<file path="config.mk">
export PLATFORM = sky130hd
export DESIGN_NAME = uart_frame_len_int_status
export DESIGN_NICKNAME = d
export VERILOG_FILES = /design/src/uart_flags_pkg.sv /design/src/rx_frame_if.sv /design/src/uart_frame_len_int_status.sv /design/src/rx_frame_timer.sv
export SDC_FILE = /design/constraint.sdc
export NUM_CORES = 1
export LEC_CHECK = 0
export BUFFER_PORTS_ARGS = -buffer_cell sky130_fd_sc_hd__buf_2
export CORE_UTILIZATION = 30
export DETAILED_ROUTE_END_ITERATION = 7
export PLACE_DENSITY = 0.58
export SLEW_MARGIN = 0
export SYNTH_ARGS = -nofsm -noshare
export SYNTH_HDL_FRONTEND = slang
export SYNTH_SLANG_ARGS = --single-unit
</file>
<file path="constraint.sdc">
create_clock -name clk_i -period 6 [get_ports clk_i]
set_input_delay 1.2 -clock clk_i [delete_from_list [all_inputs] [get_ports clk_i]]
set_output_delay 1.2 -clock clk_i [all_outputs]
set_load 0.1 [all_outputs]
</file>
<file path="src/uart_flags_pkg.sv">
// constants, types and helpers for the frame length and status block
package uart_flags_pkg;

	// register indices; byte address is four times the index
	localparam logic [31:0] LEN_IDX   = 32'h0B000146;
	localparam logic [31:0] STAT_IDX  = 32'h0B000148;
	localparam logic [31:0] CTRL_IDX  = 32'h0B000150;

	// frame_length_config fields
	localparam int          STOP_POS  = 8;
	localparam int          RX_LEN_LSB = 4;
	localparam int          TX_LEN_LSB = 0;
	localparam logic [15:0] LEN_MASK  = 16'h01FF;
	localparam logic [15:0] LEN_RESET = 16'h0000;

	// serial_interrupt_status fields
	localparam int          BRK_POS   = 10;
	localparam int          FRAMING_POS = 9;
	localparam int          DCD_POS   = 8;
	localparam int          DSR_POS   = 7;
	localparam int          CTS_POS   = 6;
	localparam int          LOST_POS  = 5;
	localparam int          DONE_POS  = 4;
	localparam int          RXP2_POS  = 3;
	localparam int          RXP1_POS  = 2;
	localparam int          TXP2_POS  = 1;
	localparam int          TXP1_POS  = 0;
	localparam logic [15:0] STAT_MASK = 16'h07FF;
	localparam logic [15:0] STAT_RESET = 16'h0000;

	// control register fields
	localparam int          RXEN_POS  = 2;
	localparam int          MDE_POS   = 6;
	localparam logic [15:0] CTRL_MASK = 16'h0044;
	localparam logic [15:0] CTRL_RESET = 16'h0000;

	// oversampling of the baud tick
	localparam logic [3:0]  MID_TICK  = 4'h7;
	localparam logic [3:0]  LAST_TICK = 4'hF;
	localparam logic [3:0]  MAX_DBITS = 4'h9;

	typedef enum logic [1:0] {
		ST_IDLE  = 2'b00,
		ST_START = 2'b01,
		ST_DATA  = 2'b11,
		ST_STOP  = 2'b10
	} rx_state_t;

	function automatic logic [31:0] byte_addr(input logic [31:0] idx);
		byte_addr = {idx[29:0], 2'b00};
	endfunction

	// reserved codes fall back to the shortest legal frame
	function automatic logic [3:0] rx_len_bits(input logic [3:0] code);
		rx_len_bits = (code == 4'hA || code == 4'h9 || code == 4'h8) ? code : 4'h8;
	endfunction

	function automatic logic [3:0] tx_len_bits(input logic [3:0] code);
		tx_len_bits = (code >= 4'h9 && code <= 4'hC) ? code : 4'h9;
	endfunction

endpackage

</file>
<file path="src/rx_frame_if.sv">
// signals between the status block and its receive frame timer
`timescale 1ns/1ps
interface rx_frame_if;
	logic       enable;
	logic       break_en;
	logic       rxd;
	logic       tick;
	logic [3:0] rx_bits;
	logic       two_stop;
	logic       char_done;
	logic [8:0] char_data;
	logic       frame_err;
	logic       break_det;

	modport timer (
		input  enable, break_en, rxd, tick, rx_bits, two_stop,
		output char_done, char_data, frame_err, break_det
	);
	modport ctrl (
		output enable, break_en, rxd, tick, rx_bits, two_stop,
		input  char_done, char_data, frame_err, break_det
	);
endinterface

</file>
<file path="src/uart_frame_len_int_status.sv">
// frame length register, status flags and apb slave of the serial unit
`timescale 1ns/1ps
module uart_frame_len_int_status (
	// clock and reset
	input  wire logic        clk_i,
	input  wire logic        sys_rst_i,
	// apb slave
	input  wire logic        psel_i,
	input  wire logic        penable_i,
	input  wire logic        pwrite_i,
	input  wire logic [31:0] paddr_i,
	input  wire logic [31:0] pwdata_i,
	output logic      [31:0] prdata_o,
	output logic             pready_o,
	output logic             pslverr_o,
	// serial line and oversampling tick from the baud generator
	input  wire logic        rxd_i,
	input  wire logic        baud16_tick_i,
	// modem status inputs
	input  wire logic        carrier_i,
	input  wire logic        data_set_ready_i,
	input  wire logic        clear_to_send_i,
	// dma handshake
	input  wire logic        rx_dma_ack_i,
	input  wire logic        rx_dma_page_i,
	input  wire logic        tx_dma_page_i,
	output logic             rx_dma_req_o,
	output logic             rx_dma_stop_o,
	output logic             tx_dma_stop_o,
	output logic      [8:0]  rx_data_o,
	// frame settings for the transmit shifter
	output logic      [3:0]  tx_frame_bits_o,
	output logic             two_stop_o,
	// unit interrupt
	output logic             irq_o
);

	rx_frame_if rf ();

	// registers
	logic [15:0] frame_length_config;
	logic [15:0] serial_interrupt_status;
	logic [15:0] serial_control_reg;
	logic        carrier_q;
	logic        dsr_q;
	logic        cts_q;
	logic        rx_valid;
	logic [15:0] next_status;
	logic [15:0] set_vec;

	// fields
	wire [3:0]  rx_frame_length   = frame_length_config[uart_flags_pkg::RX_LEN_LSB +: 4];
	wire [3:0]  tx_frame_length   = frame_length_config[uart_flags_pkg::TX_LEN_LSB +: 4];
	wire        stop_length_sel   = frame_length_config[uart_flags_pkg::STOP_POS];
	wire        rx_enable         = serial_control_reg[uart_flags_pkg::RXEN_POS];
	wire        modem_detect_enable = serial_control_reg[uart_flags_pkg::MDE_POS];

	// apb decode
	wire        hit_len   = paddr_i == uart_flags_pkg::byte_addr(uart_flags_pkg::LEN_IDX);
	wire        hit_stat  = paddr_i == uart_flags_pkg::byte_addr(uart_flags_pkg::STAT_IDX);
	wire        hit_ctrl  = paddr_i == uart_flags_pkg::byte_addr(uart_flags_pkg::CTRL_IDX);
	wire        hit_any   = hit_len || hit_stat || hit_ctrl;
	// one wait state so that pready and prdata both leave flip-flops
	wire        access    = psel_i && penable_i && !pready_o;
	wire        done      = psel_i && penable_i && pready_o;
	wire        wr_len    = done && pwrite_i && hit_len;
	wire        wr_stat   = done && pwrite_i && hit_stat;
	wire        wr_ctrl   = done && pwrite_i && hit_ctrl;
	wire [15:0] clr_vec   = wr_stat ? (pwdata_i[15:0] & uart_flags_pkg::STAT_MASK) : 16'h0000;
	// unused bits never store, so they always read zero
	wire [15:0] rd_mux    = hit_len  ? (frame_length_config & uart_flags_pkg::LEN_MASK) :
				hit_stat ? (serial_interrupt_status & uart_flags_pkg::STAT_MASK) :
				hit_ctrl ? (serial_control_reg & uart_flags_pkg::CTRL_MASK) :
				16'h0000;

	// modem change events
	wire        carrier_chg = modem_detect_enable && (carrier_i != carrier_q);
	wire        dsr_chg     = modem_detect_enable && (data_set_ready_i != dsr_q);
	wire        cts_chg     = modem_detect_enable && (clear_to_send_i != cts_q);

	// receive holding and dma events
	wire        rx_lost   = rf.char_done && rx_valid && !rx_dma_ack_i;
	wire        rx_take   = rf.char_done && !rx_lost;
	wire        rx_p1     = rx_dma_page_i;
	wire        rx_p2     = rx_dma_page_i && serial_interrupt_status[uart_flags_pkg::RXP1_POS];
	wire        tx_p1     = tx_dma_page_i;
	wire        tx_p2     = tx_dma_page_i && serial_interrupt_status[uart_flags_pkg::TXP1_POS];

	// receive timer hookup
	assign rf.enable   = rx_enable;
	assign rf.break_en = rx_enable && modem_detect_enable;
	assign rf.rxd      = rxd_i;
	assign rf.tick     = baud16_tick_i;
	assign rf.rx_bits  = uart_flags_pkg::rx_len_bits(rx_frame_length);
	assign rf.two_stop = stop_length_sel;

	rx_frame_timer u_timer (
		.clk_i     (clk_i),
		.sys_rst_i (sys_rst_i),
		.rf        (rf)
	);

	// event placement in the status word
	always_comb begin
		set_vec = 16'h0000;
		set_vec[uart_flags_pkg::BRK_POS]  = rf.break_det;
		set_vec[uart_flags_pkg::FRAMING_POS] = rf.frame_err;
		set_vec[uart_flags_pkg::DCD_POS]  = carrier_chg;
		set_vec[uart_flags_pkg::DSR_POS]  = dsr_chg;
		set_vec[uart_flags_pkg::CTS_POS]  = cts_chg;
		set_vec[uart_flags_pkg::LOST_POS] = rx_lost;
		set_vec[uart_flags_pkg::DONE_POS] = rx_dma_ack_i && rx_valid;
		set_vec[uart_flags_pkg::RXP2_POS] = rx_p2;
		set_vec[uart_flags_pkg::RXP1_POS] = rx_p1;
		set_vec[uart_flags_pkg::TXP2_POS] = tx_p2;
		set_vec[uart_flags_pkg::TXP1_POS] = tx_p1;
	end

	// a new event beats a clear in the same cycle
	assign next_status = ((serial_interrupt_status & ~clr_vec) | set_vec)
				& uart_flags_pkg::STAT_MASK;

	always_ff @(posedge clk_i or posedge sys_rst_i) begin
		if (sys_rst_i)
			serial_interrupt_status <= uart_flags_pkg::STAT_RESET;
		else
			serial_interrupt_status <= next_status;
	end

	always_ff @(posedge clk_i or posedge sys_rst_i) begin
		if (sys_rst_i) begin
			frame_length_config <= uart_flags_pkg::LEN_RESET;
			serial_control_reg  <= uart_flags_pkg::CTRL_RESET;
		end else begin
			if (wr_len)
				frame_length_config <= pwdata_i[15:0] & uart_flags_pkg::LEN_MASK;
			if (wr_ctrl)
				serial_control_reg <= pwdata_i[15:0] & uart_flags_pkg::CTRL_MASK;
		end
	end

	// inputs are synchronous already, one stage is enough for edge detection
	always_ff @(posedge clk_i or posedge sys_rst_i) begin
		if (sys_rst_i) begin
			carrier_q <= 1'b0;
			dsr_q     <= 1'b0;
			cts_q     <= 1'b0;
		end else begin
			carrier_q <= carrier_i;
			dsr_q     <= data_set_ready_i;
			cts_q     <= clear_to_send_i;
		end
	end

	// holding register keeps the older character when a new one finds it full
	always_ff @(posedge clk_i or posedge sys_rst_i) begin
		if (sys_rst_i) begin
			rx_valid  <= 1'b0;
			rx_data_o <= 9'h000;
		end else begin
			if (rx_take) begin
				rx_valid  <= 1'b1;
				rx_data_o <= rf.char_data;
			end else if (rx_dma_ack_i) begin
				rx_valid  <= 1'b0;
			end
		end
	end

	// dma request and stop; requests halt while receive page two is flagged
	always_ff @(posedge clk_i or posedge sys_rst_i) begin
		if (sys_rst_i) begin
			rx_dma_req_o  <= 1'b0;
			rx_dma_stop_o <= 1'b0;
			tx_dma_stop_o <= 1'b0;
		end else begin
			rx_dma_stop_o <= next_status[uart_flags_pkg::RXP2_POS];
			tx_dma_stop_o <= next_status[uart_flags_pkg::TXP2_POS];
			rx_dma_req_o  <= (rx_take || (rx_valid && !rx_dma_ack_i))
				&& !next_status[uart_flags_pkg::RXP2_POS];
		end
	end

	// settings handed to the transmit shifter, and the unit interrupt
	always_ff @(posedge clk_i or posedge sys_rst_i) begin
		if (sys_rst_i) begin
			tx_frame_bits_o <= 4'h0;
			two_stop_o      <= 1'b0;
			irq_o           <= 1'b0;
		end else begin
			tx_frame_bits_o <= uart_flags_pkg::tx_len_bits(tx_frame_length);
			two_stop_o      <= stop_length_sel;
			irq_o           <= |next_status;
		end
	end

	// apb answer
	always_ff @(posedge clk_i or posedge sys_rst_i) begin
		if (sys_rst_i) begin
			pready_o  <= 1'b0;
			pslverr_o <= 1'b0;
			prdata_o  <= 32'h00000000;
		end else begin
			pready_o  <= access;
			pslverr_o <= access && !hit_any;
			if (access)
				prdata_o <= {16'h0000, rd_mux};
		end
	end

endmodule

</file>
<file path="src/rx_frame_timer.sv">
// receive frame timer: start, data, stop sampling and break watch
`timescale 1ns/1ps
module rx_frame_timer (
	// clock and reset
	input  wire logic  clk_i,
	input  wire logic  sys_rst_i,
	// link to the status block
	rx_frame_if.timer  rf
);

	uart_flags_pkg::rx_state_t state;
	logic [3:0] tick_cnt;
	logic [3:0] bit_cnt;
	logic       stop_cnt;
	logic [8:0] shift;
	logic [8:0] brk_cnt;
	logic       brk_seen;

	wire        at_mid     = rf.tick && tick_cnt == uart_flags_pkg::MID_TICK;
	wire        at_bit     = rf.tick && tick_cnt == uart_flags_pkg::LAST_TICK;
	// bits after the start bit: data plus parity
	wire [3:0]  last_bit   = rf.rx_bits - 4'h2;
	wire [3:0]  align      = uart_flags_pkg::MAX_DBITS - (rf.rx_bits - 4'h1);
	wire        stop_zero  = at_bit && !rf.rxd;
	wire        stop_last  = stop_cnt == rf.two_stop;
	// whole character in ticks: receive length plus stop bits, times sixteen
	wire [8:0]  brk_limit  = {1'b0, (rf.rx_bits + {3'b000, rf.two_stop} + 4'h1), 4'h0};

	always_ff @(posedge clk_i or posedge sys_rst_i) begin
		if (sys_rst_i) begin
			state    <= uart_flags_pkg::ST_IDLE;
			tick_cnt <= 4'h0;
			bit_cnt  <= 4'h0;
			stop_cnt <= 1'b0;
			shift    <= 9'h000;
		end else if (!rf.enable) begin
			state    <= uart_flags_pkg::ST_IDLE;
		end else if (rf.tick) begin
			tick_cnt <= tick_cnt + 4'h1;
			unique case (state)
				uart_flags_pkg::ST_IDLE: begin
					tick_cnt <= 4'h0;
					if (!rf.rxd)
						state <= uart_flags_pkg::ST_START;
				end
				uart_flags_pkg::ST_START: begin
					if (at_mid) begin
						tick_cnt <= 4'h0;
						bit_cnt  <= 4'h0;
						state    <= rf.rxd ? uart_flags_pkg::ST_IDLE : uart_flags_pkg::ST_DATA;
					end
				end
				uart_flags_pkg::ST_DATA: begin
					if (at_bit) begin
						shift   <= {rf.rxd, shift[8:1]};
						bit_cnt <= bit_cnt + 4'h1;
						if (bit_cnt == last_bit) begin
							stop_cnt <= 1'b0;
							state    <= uart_flags_pkg::ST_STOP;
						end
					end
				end
				uart_flags_pkg::ST_STOP: begin
					if (stop_zero) begin
						bit_cnt <= 4'h0;
						state   <= uart_flags_pkg::ST_DATA;
					end else if (at_bit) begin
						stop_cnt <= 1'b1;
						if (stop_last)
							state <= uart_flags_pkg::ST_IDLE;
					end
				end
			endcase
		end
	end

	// one pulse per character, and a framing pulse with it when a stop reads zero
	always_ff @(posedge clk_i or posedge sys_rst_i) begin
		if (sys_rst_i) begin
			rf.char_done <= 1'b0;
			rf.frame_err <= 1'b0;
			rf.char_data <= 9'h000;
		end else begin
			rf.char_done <= rf.enable && state == uart_flags_pkg::ST_STOP
				&& at_bit && (stop_zero || stop_last);
			rf.frame_err <= rf.enable && state == uart_flags_pkg::ST_STOP && stop_zero;
			if (state == uart_flags_pkg::ST_STOP && at_bit)
				rf.char_data <= shift >> align;
		end
	end

	// break watch runs in idle and mid-character alike
	always_ff @(posedge clk_i or posedge sys_rst_i) begin
		if (sys_rst_i) begin
			brk_cnt      <= 9'h000;
			brk_seen     <= 1'b0;
			rf.break_det <= 1'b0;
		end else begin
			rf.break_det <= 1'b0;
			if (!rf.break_en || rf.rxd) begin
				brk_cnt  <= 9'h000;
				brk_seen <= 1'b0;
			end else if (rf.tick && !brk_seen) begin
				brk_cnt <= brk_cnt + 9'h001;
				if (brk_cnt == brk_limit) begin
					brk_seen     <= 1'b1;
					rf.break_det <= 1'b1;
				end
			end
		end
	end

endmodule

</file>
# Word-level counts from Yosys, hierarchy flattened
# Cells that the tools add are included.
[classes]
n_addsub = 8
n_mul = 0
n_div = 0
order_cmp = 2
eq_ne = 30
shifts = 1
n_mux = 38
bitwise = 3
n_reduce_logical = 58
[ops]
columns = ["op", "count"]
rows = [
  ["== test 32 x 30 -> 1 bit, second input constant", 3],
  ["two-way mux 11 bit", 3],
  ["logical AND 1 bit", 30],
  ["two-way mux 4 bit", 6],
  ["two-way mux 2 bit", 10],
  ["two-way mux 9 bit", 2],
  ["== test 4 bit, second input constant", 4],
  ["AND reduction 7 bit", 2],
  ["adder 4 x 1 -> 4 bit, second input constant", 3],
  ["two-way mux 1 bit", 12],
  ["one-hot mux 4 bit (3 select lines)", 1],
  ["bitwise AND 11 bit", 1],
  ["NOT 11 bit", 1],
  ["OR 11 bit", 1],
  ["OR reduction 11 bit", 1],
  ["inequality test 2 x 1 -> 1 bit, second input constant", 5],
  ["adder 9 x 1 -> 9 bit, second input constant", 1],
  ["== test 9 x 8 -> 1 bit", 1],
  ["inequality test 3 x 2 -> 1 bit, second input constant", 3],
  [">> shifter 9 x 4 -> 9 bit", 1],
  ["logical NOT 1 bit", 8],
  ["inequality test 4 x 2 -> 1 bit, second input constant", 2],
  ["one-hot mux 2 bit (4 select lines)", 1],
  ["one-hot mux 4 bit (2 select lines)", 1],
  ["other kinds (23)", 37],
]
[word_totals]
regBits = 104
latch_bits = 0
ram_bits = 0
romBits = 0
mem_count = 0

# Depth between registers and ports, before layout
[logic_depth]
word_depth = 11
ltp_mapped = 9
mapped_depth_nobuf = 9

# Modules after synthesis
# Synthesis repeated with hierarchy kept, for this count alone.
[unflattened]
cells_unflattened = 467
area_unflattened_um2 = 5094.9
[by_module_without_submodules]
columns = ["module", "instances", "cells_each", "area_per_inst_um2", "seq_area_each_um2"]
rows = [
  ["uart_frame_len_int_status", 1, 223, 2573.7, 1376.3],
  ["rx_frame_timer", 1, 244, 2521.2, 1051.0],
]

# Worst setup path after synthesis
# Ideal clock, no wire load.
[synth_path]
path_type = "input -> register"
start = "input paddr_i[2]"
end = "register irq_o"
setup_ns = 0.148
t_arrival_ns = 3.048
required_ns = 5.852
path_slack_ns = 2.804
cell_stages = 7
path_cell_list = "or3_4 or4_1 buf_2 nor3_4 nand3_1 a2111oi_2 nand4_1"
[synth_between]
elab_chain_cells = 7
[synth_rtl]
columns = ["element", "line", "text"]
rows = [
  ["from (decl)", "uart_frame_len_int_status.sv:11", "input wire logic [31:0] paddr_i,"],
  ["== test 32 x 30 -> 1 bit", "uart_frame_len_int_status.sv:60", "wire hit_stat = paddr_i == uart_flags_pkg::byte_addr(uart_flags_pkg::STAT_IDX);"],
  ["logical AND 1 bit", "uart_frame_len_int_status.sv:67", "wire wr_stat = done && pwrite_i && hit_stat;"],
  ["two-way mux 11 bit", "uart_frame_len_int_status.sv:69", "wire [15:0] clr_vec = wr_stat ? (pwdata_i[15:0] & uart_flags_pkg::STAT_MASK) : 16'h0000;"],
  ["NOT 11 bit", "uart_frame_len_int_status.sv:120", "assign next_status = ((serial_interrupt_status & ~clr_vec) | set_vec)"],
  ["bitwise AND 11 bit", "uart_frame_len_int_status.sv:120", ""],
  ["OR 11 bit", "uart_frame_len_int_status.sv:120", ""],
  ["OR reduction 11 bit", "uart_frame_len_int_status.sv:193", "irq_o <= |next_status;"],
  ["to (signal assigned)", "uart_frame_len_int_status.sv:193", ""],
  ["to (decl)", "uart_frame_len_int_status.sv:35", "output logic irq_o"],
]
# No other way between the ends.
# A chain may end at the register's enable or synchronous reset.

# Worst setup path after layout
# Ends and elaborated chain as after synthesis.

==> reports/results.txt <==
Synthesized area - 0.00471 sq mm
Fin. max-slew vios - 0
Post-synth ARST share - 1.00
Clk Latency, worst-skew pair - 350 ps
Row count - 45
Final Hold Viols - 0
Number of setup buffers added after CTS - 0
Sequential element share of the synthesized area - 0.516
Fillers - 1,504
Pre-CTS WS - 1990 ps
Crit path DAT - 3830 ps
Worst path slowest cell - or4_1
Top flop regs - prdata_o (11), serial_interrupt_status (11)
Crit-path cells - buf_2, or3_4, or4_1, nor3_4, a31oi_1, a2111oi_0, nand4_1
Synth Area in Compound Gates - 0.112
Crit-path max cell delay - 640 ps
Reg2reg path depth - 8
Remaining routing DRC violations - 0
Most frequent cells in the layout - dfrtp_1 (97), buf_2 (86), nand2_1 (56)
Pin count of the biggest net entering global routing - 65
Routability cong. - 0.795
Antenna cells - 0
Pwr/cell area - 249 mW/mm^2
Initial DRC Count - 201
Peak fanout along the critical path - 18
Vias - 3,544
Critical path required time - 6200 ps
Multiplexer share of the synthesized area - 0.0864
IO Port Bufs - 86
Core Region - 0.0153 sq mm
Leakage power - 2.72 nW
Maximum VDD drop - 0.124 mV
Growth of design area from synthesis to finish - 19.5%
Clock sink total - 97
Initial Util - 0.308
CTS tree - yes
Io pins - 129
Simple-gate share of the synthesized area - 0.164
Sw frac - 0.255
CP Capture Type - flop
Clock transition at path regs - 70 ps
Clock buffer depth - 2
Logic pwr share - 0.088
Final setup TNS - 0 ps
Kind of critical path - input port to flop
RSZ-0062 raised after global routing - false
Slew @ Worst Pin - 836 ps
Routed WL - 10.4 mm
Leading cell type in the layout, fill and taps excluded - dfrtp_1
Overflow after GRT - 0
CP Launch Type - input port
Synth Area in XOR/XNOR - 0.0335
First-pass GRT wire length - 17.2 mm
Post_cts resized - 0
Post-synth EDFFs - 0
Period utilisation layout - 0.604
Clock power share - 0.441
CP Capture Point - irq_o
Die Ht - 127 um
Ys flop type - dfrtp_1
Fin area - 0.00562 sq mm
Mean Syn Cell Area - 10.6 sq um
Crit Reg-Reg Startpoint - frame_length_config[6]
CTS buffer count - 9
R2r endpoint - u_timer.state[1]
#FFs+latches synth - 97
Total iterations of the first detailed-routing run - 4
Horiz. Die Dim - 127 um
Full die area - 0.0162 sq mm
Initial antenna violation count - 0
Area after DPL - 0.00530 sq mm
# setup viols final - 0
Vias in the first global route - 3,514
Layout cells sized above 1 - 0.269
Crit path launch - paddr_i[2]
Final net count - 618
Fin Clk Skew - 8.21 ps
Fmax - 276 MHz
Root Buffer - clkbuf_16
Seq pwr share - 0.470
Detail Route Antenna Nets - 0
Tmin final - 3630 ps
Vias per cell - 4.74
Switching Power - 0.357 mW
R2R setup slack - 3710 ps
Max-cap viol count - 0
Yosys cell types - 54
Final WS setup - 2370 ps
Dpl hpwl - 7.50 mm
Drt wl/cell - 13.9 um
Slew HR - 0.443
Hold_ws - 470 ps
Status - finished, final reports clean
# H-tree levels - 3
Hold Buf Count CTS - 0
Internal - 1.04 mW
Syn Inst Count - 446
Largest family of logic cells by synthesized area - simple AND/OR/NAND/NOR gates
Synth Area in Adders - 0.0266
GRT Util Overall - 0.135
Synthesis warning total - 0
Hold Crit Class - flop to flop
[power groups by stage]
| stage | logic [mW] | clock network, mW | registers [mW] |
|---|---|---|---|
| after floorplan | 0.0890 | 0 | 0.687 |
| after global placement | 0.124 | 0 | 0.672 |
| after detailed placement | 0.125 | 0 | 0.672 |
| after CTS | 0.125 | 0.636 | 0.659 |
| after global routing | 0.132 | 0.661 | 0.659 |
| final | 0.124 | 0.618 | 0.659 |
[metrics by stage]
step                      total power [mW]  instances   util
final                                 1.40        747  0.369
after global routing                  1.45        747  0.369
after CTS                             1.42        747  0.369
after detailed placement             0.797        731  0.348
after global placement               0.795        731  0.348
after floorplan                      0.776        466      -
[worst min path at each step]
stage,slack (ps),from,to,cells past startpoint
floorplan,430,frame_length_config[8],two_stop_o,0
CTS,470,prdata_o[9],prdata_o[9],2
finish,470,prdata_o[9],prdata_o[9],2
detailed placement,450,prdata_o[9],prdata_o[9],2
global placement,450,prdata_o[9],prdata_o[9],2
global route,500,prdata_o[10],prdata_o[10],2
[worst max-delay path: cells and delay by family]
kind | cells | cell delay (ps)
AOI/OAI and AO/OA | 2 | 740
buffers and inverters | 1 | 90
and+or+nand+nor | 4 | 1790
[layer usage]
metal  track usage  wire (um)  vias up
met1         0.171       4750     1735
met4        0.0490        148        0
met2         0.222       5000       84
met5             0          0        -
li1              -          -     1712
met3        0.0348        461       13
[cell usage after synthesis (all sizes together) (3+ instances only)]
master / number / area, sq um
dfrtp: 97 / 2430
nand2: 56 / 210
mux2: 29 / 327
nor2: 27 / 101
buf: 23 / 168
o21ai: 23 / 115
a21oi: 20 / 100
inv: 17 / 63.8
xor2: 15 / 131
clkbuf: 13 / 48.8
nand3: 11 / 55.1
ha: 10 / 125
a22oi: 8 / 60.1
mux2i: 8 / 80.1
nand4: 7 / 43.8
nor3: 6 / 41.3
nor4: 6 / 37.5
and3: 5 / 31.3
nor4bb: 5 / 50.1
a21o: 3 / 22.5
a221oi: 3 / 26.3
a22o: 3 / 26.3
nand4b: 3 / 26.3
nor2b: 3 / 18.8
nor3b: 3 / 22.5
o31ai: 3 / 22.5
o41ai: 3 / 26.3
or3: 3 / 23.8
xnor2: 3 / 26.3
[kinds of logic after synthesis]
family / after synthesis
buffers and inverters: 53
muxes: 37
other: 2
adders and majority gates: 10
xor gates and xnor gates: 18
and+or+nand+nor: 149
DFF: 97
AOI/OAI and AO/OA: 80
[cell type report]
| type | count | area (sq um) | area share |
|---|---|---|---|
| clock buffer | 10 | 229 | 0.0407 |
| sequential | 97 | 2430 | 0.432 |
| multi-input combinational | 316 | 2090 | 0.371 |
| clock inverter | 6 | 92.6 | 0.0165 |
| inverter | 17 | 65.1 | 0.0116 |
| tap | 211 | 264 | 0.0469 |
| timing repair buffer | 90 | 460 | 0.0819 |
Power figures use the tool's default switching activity.
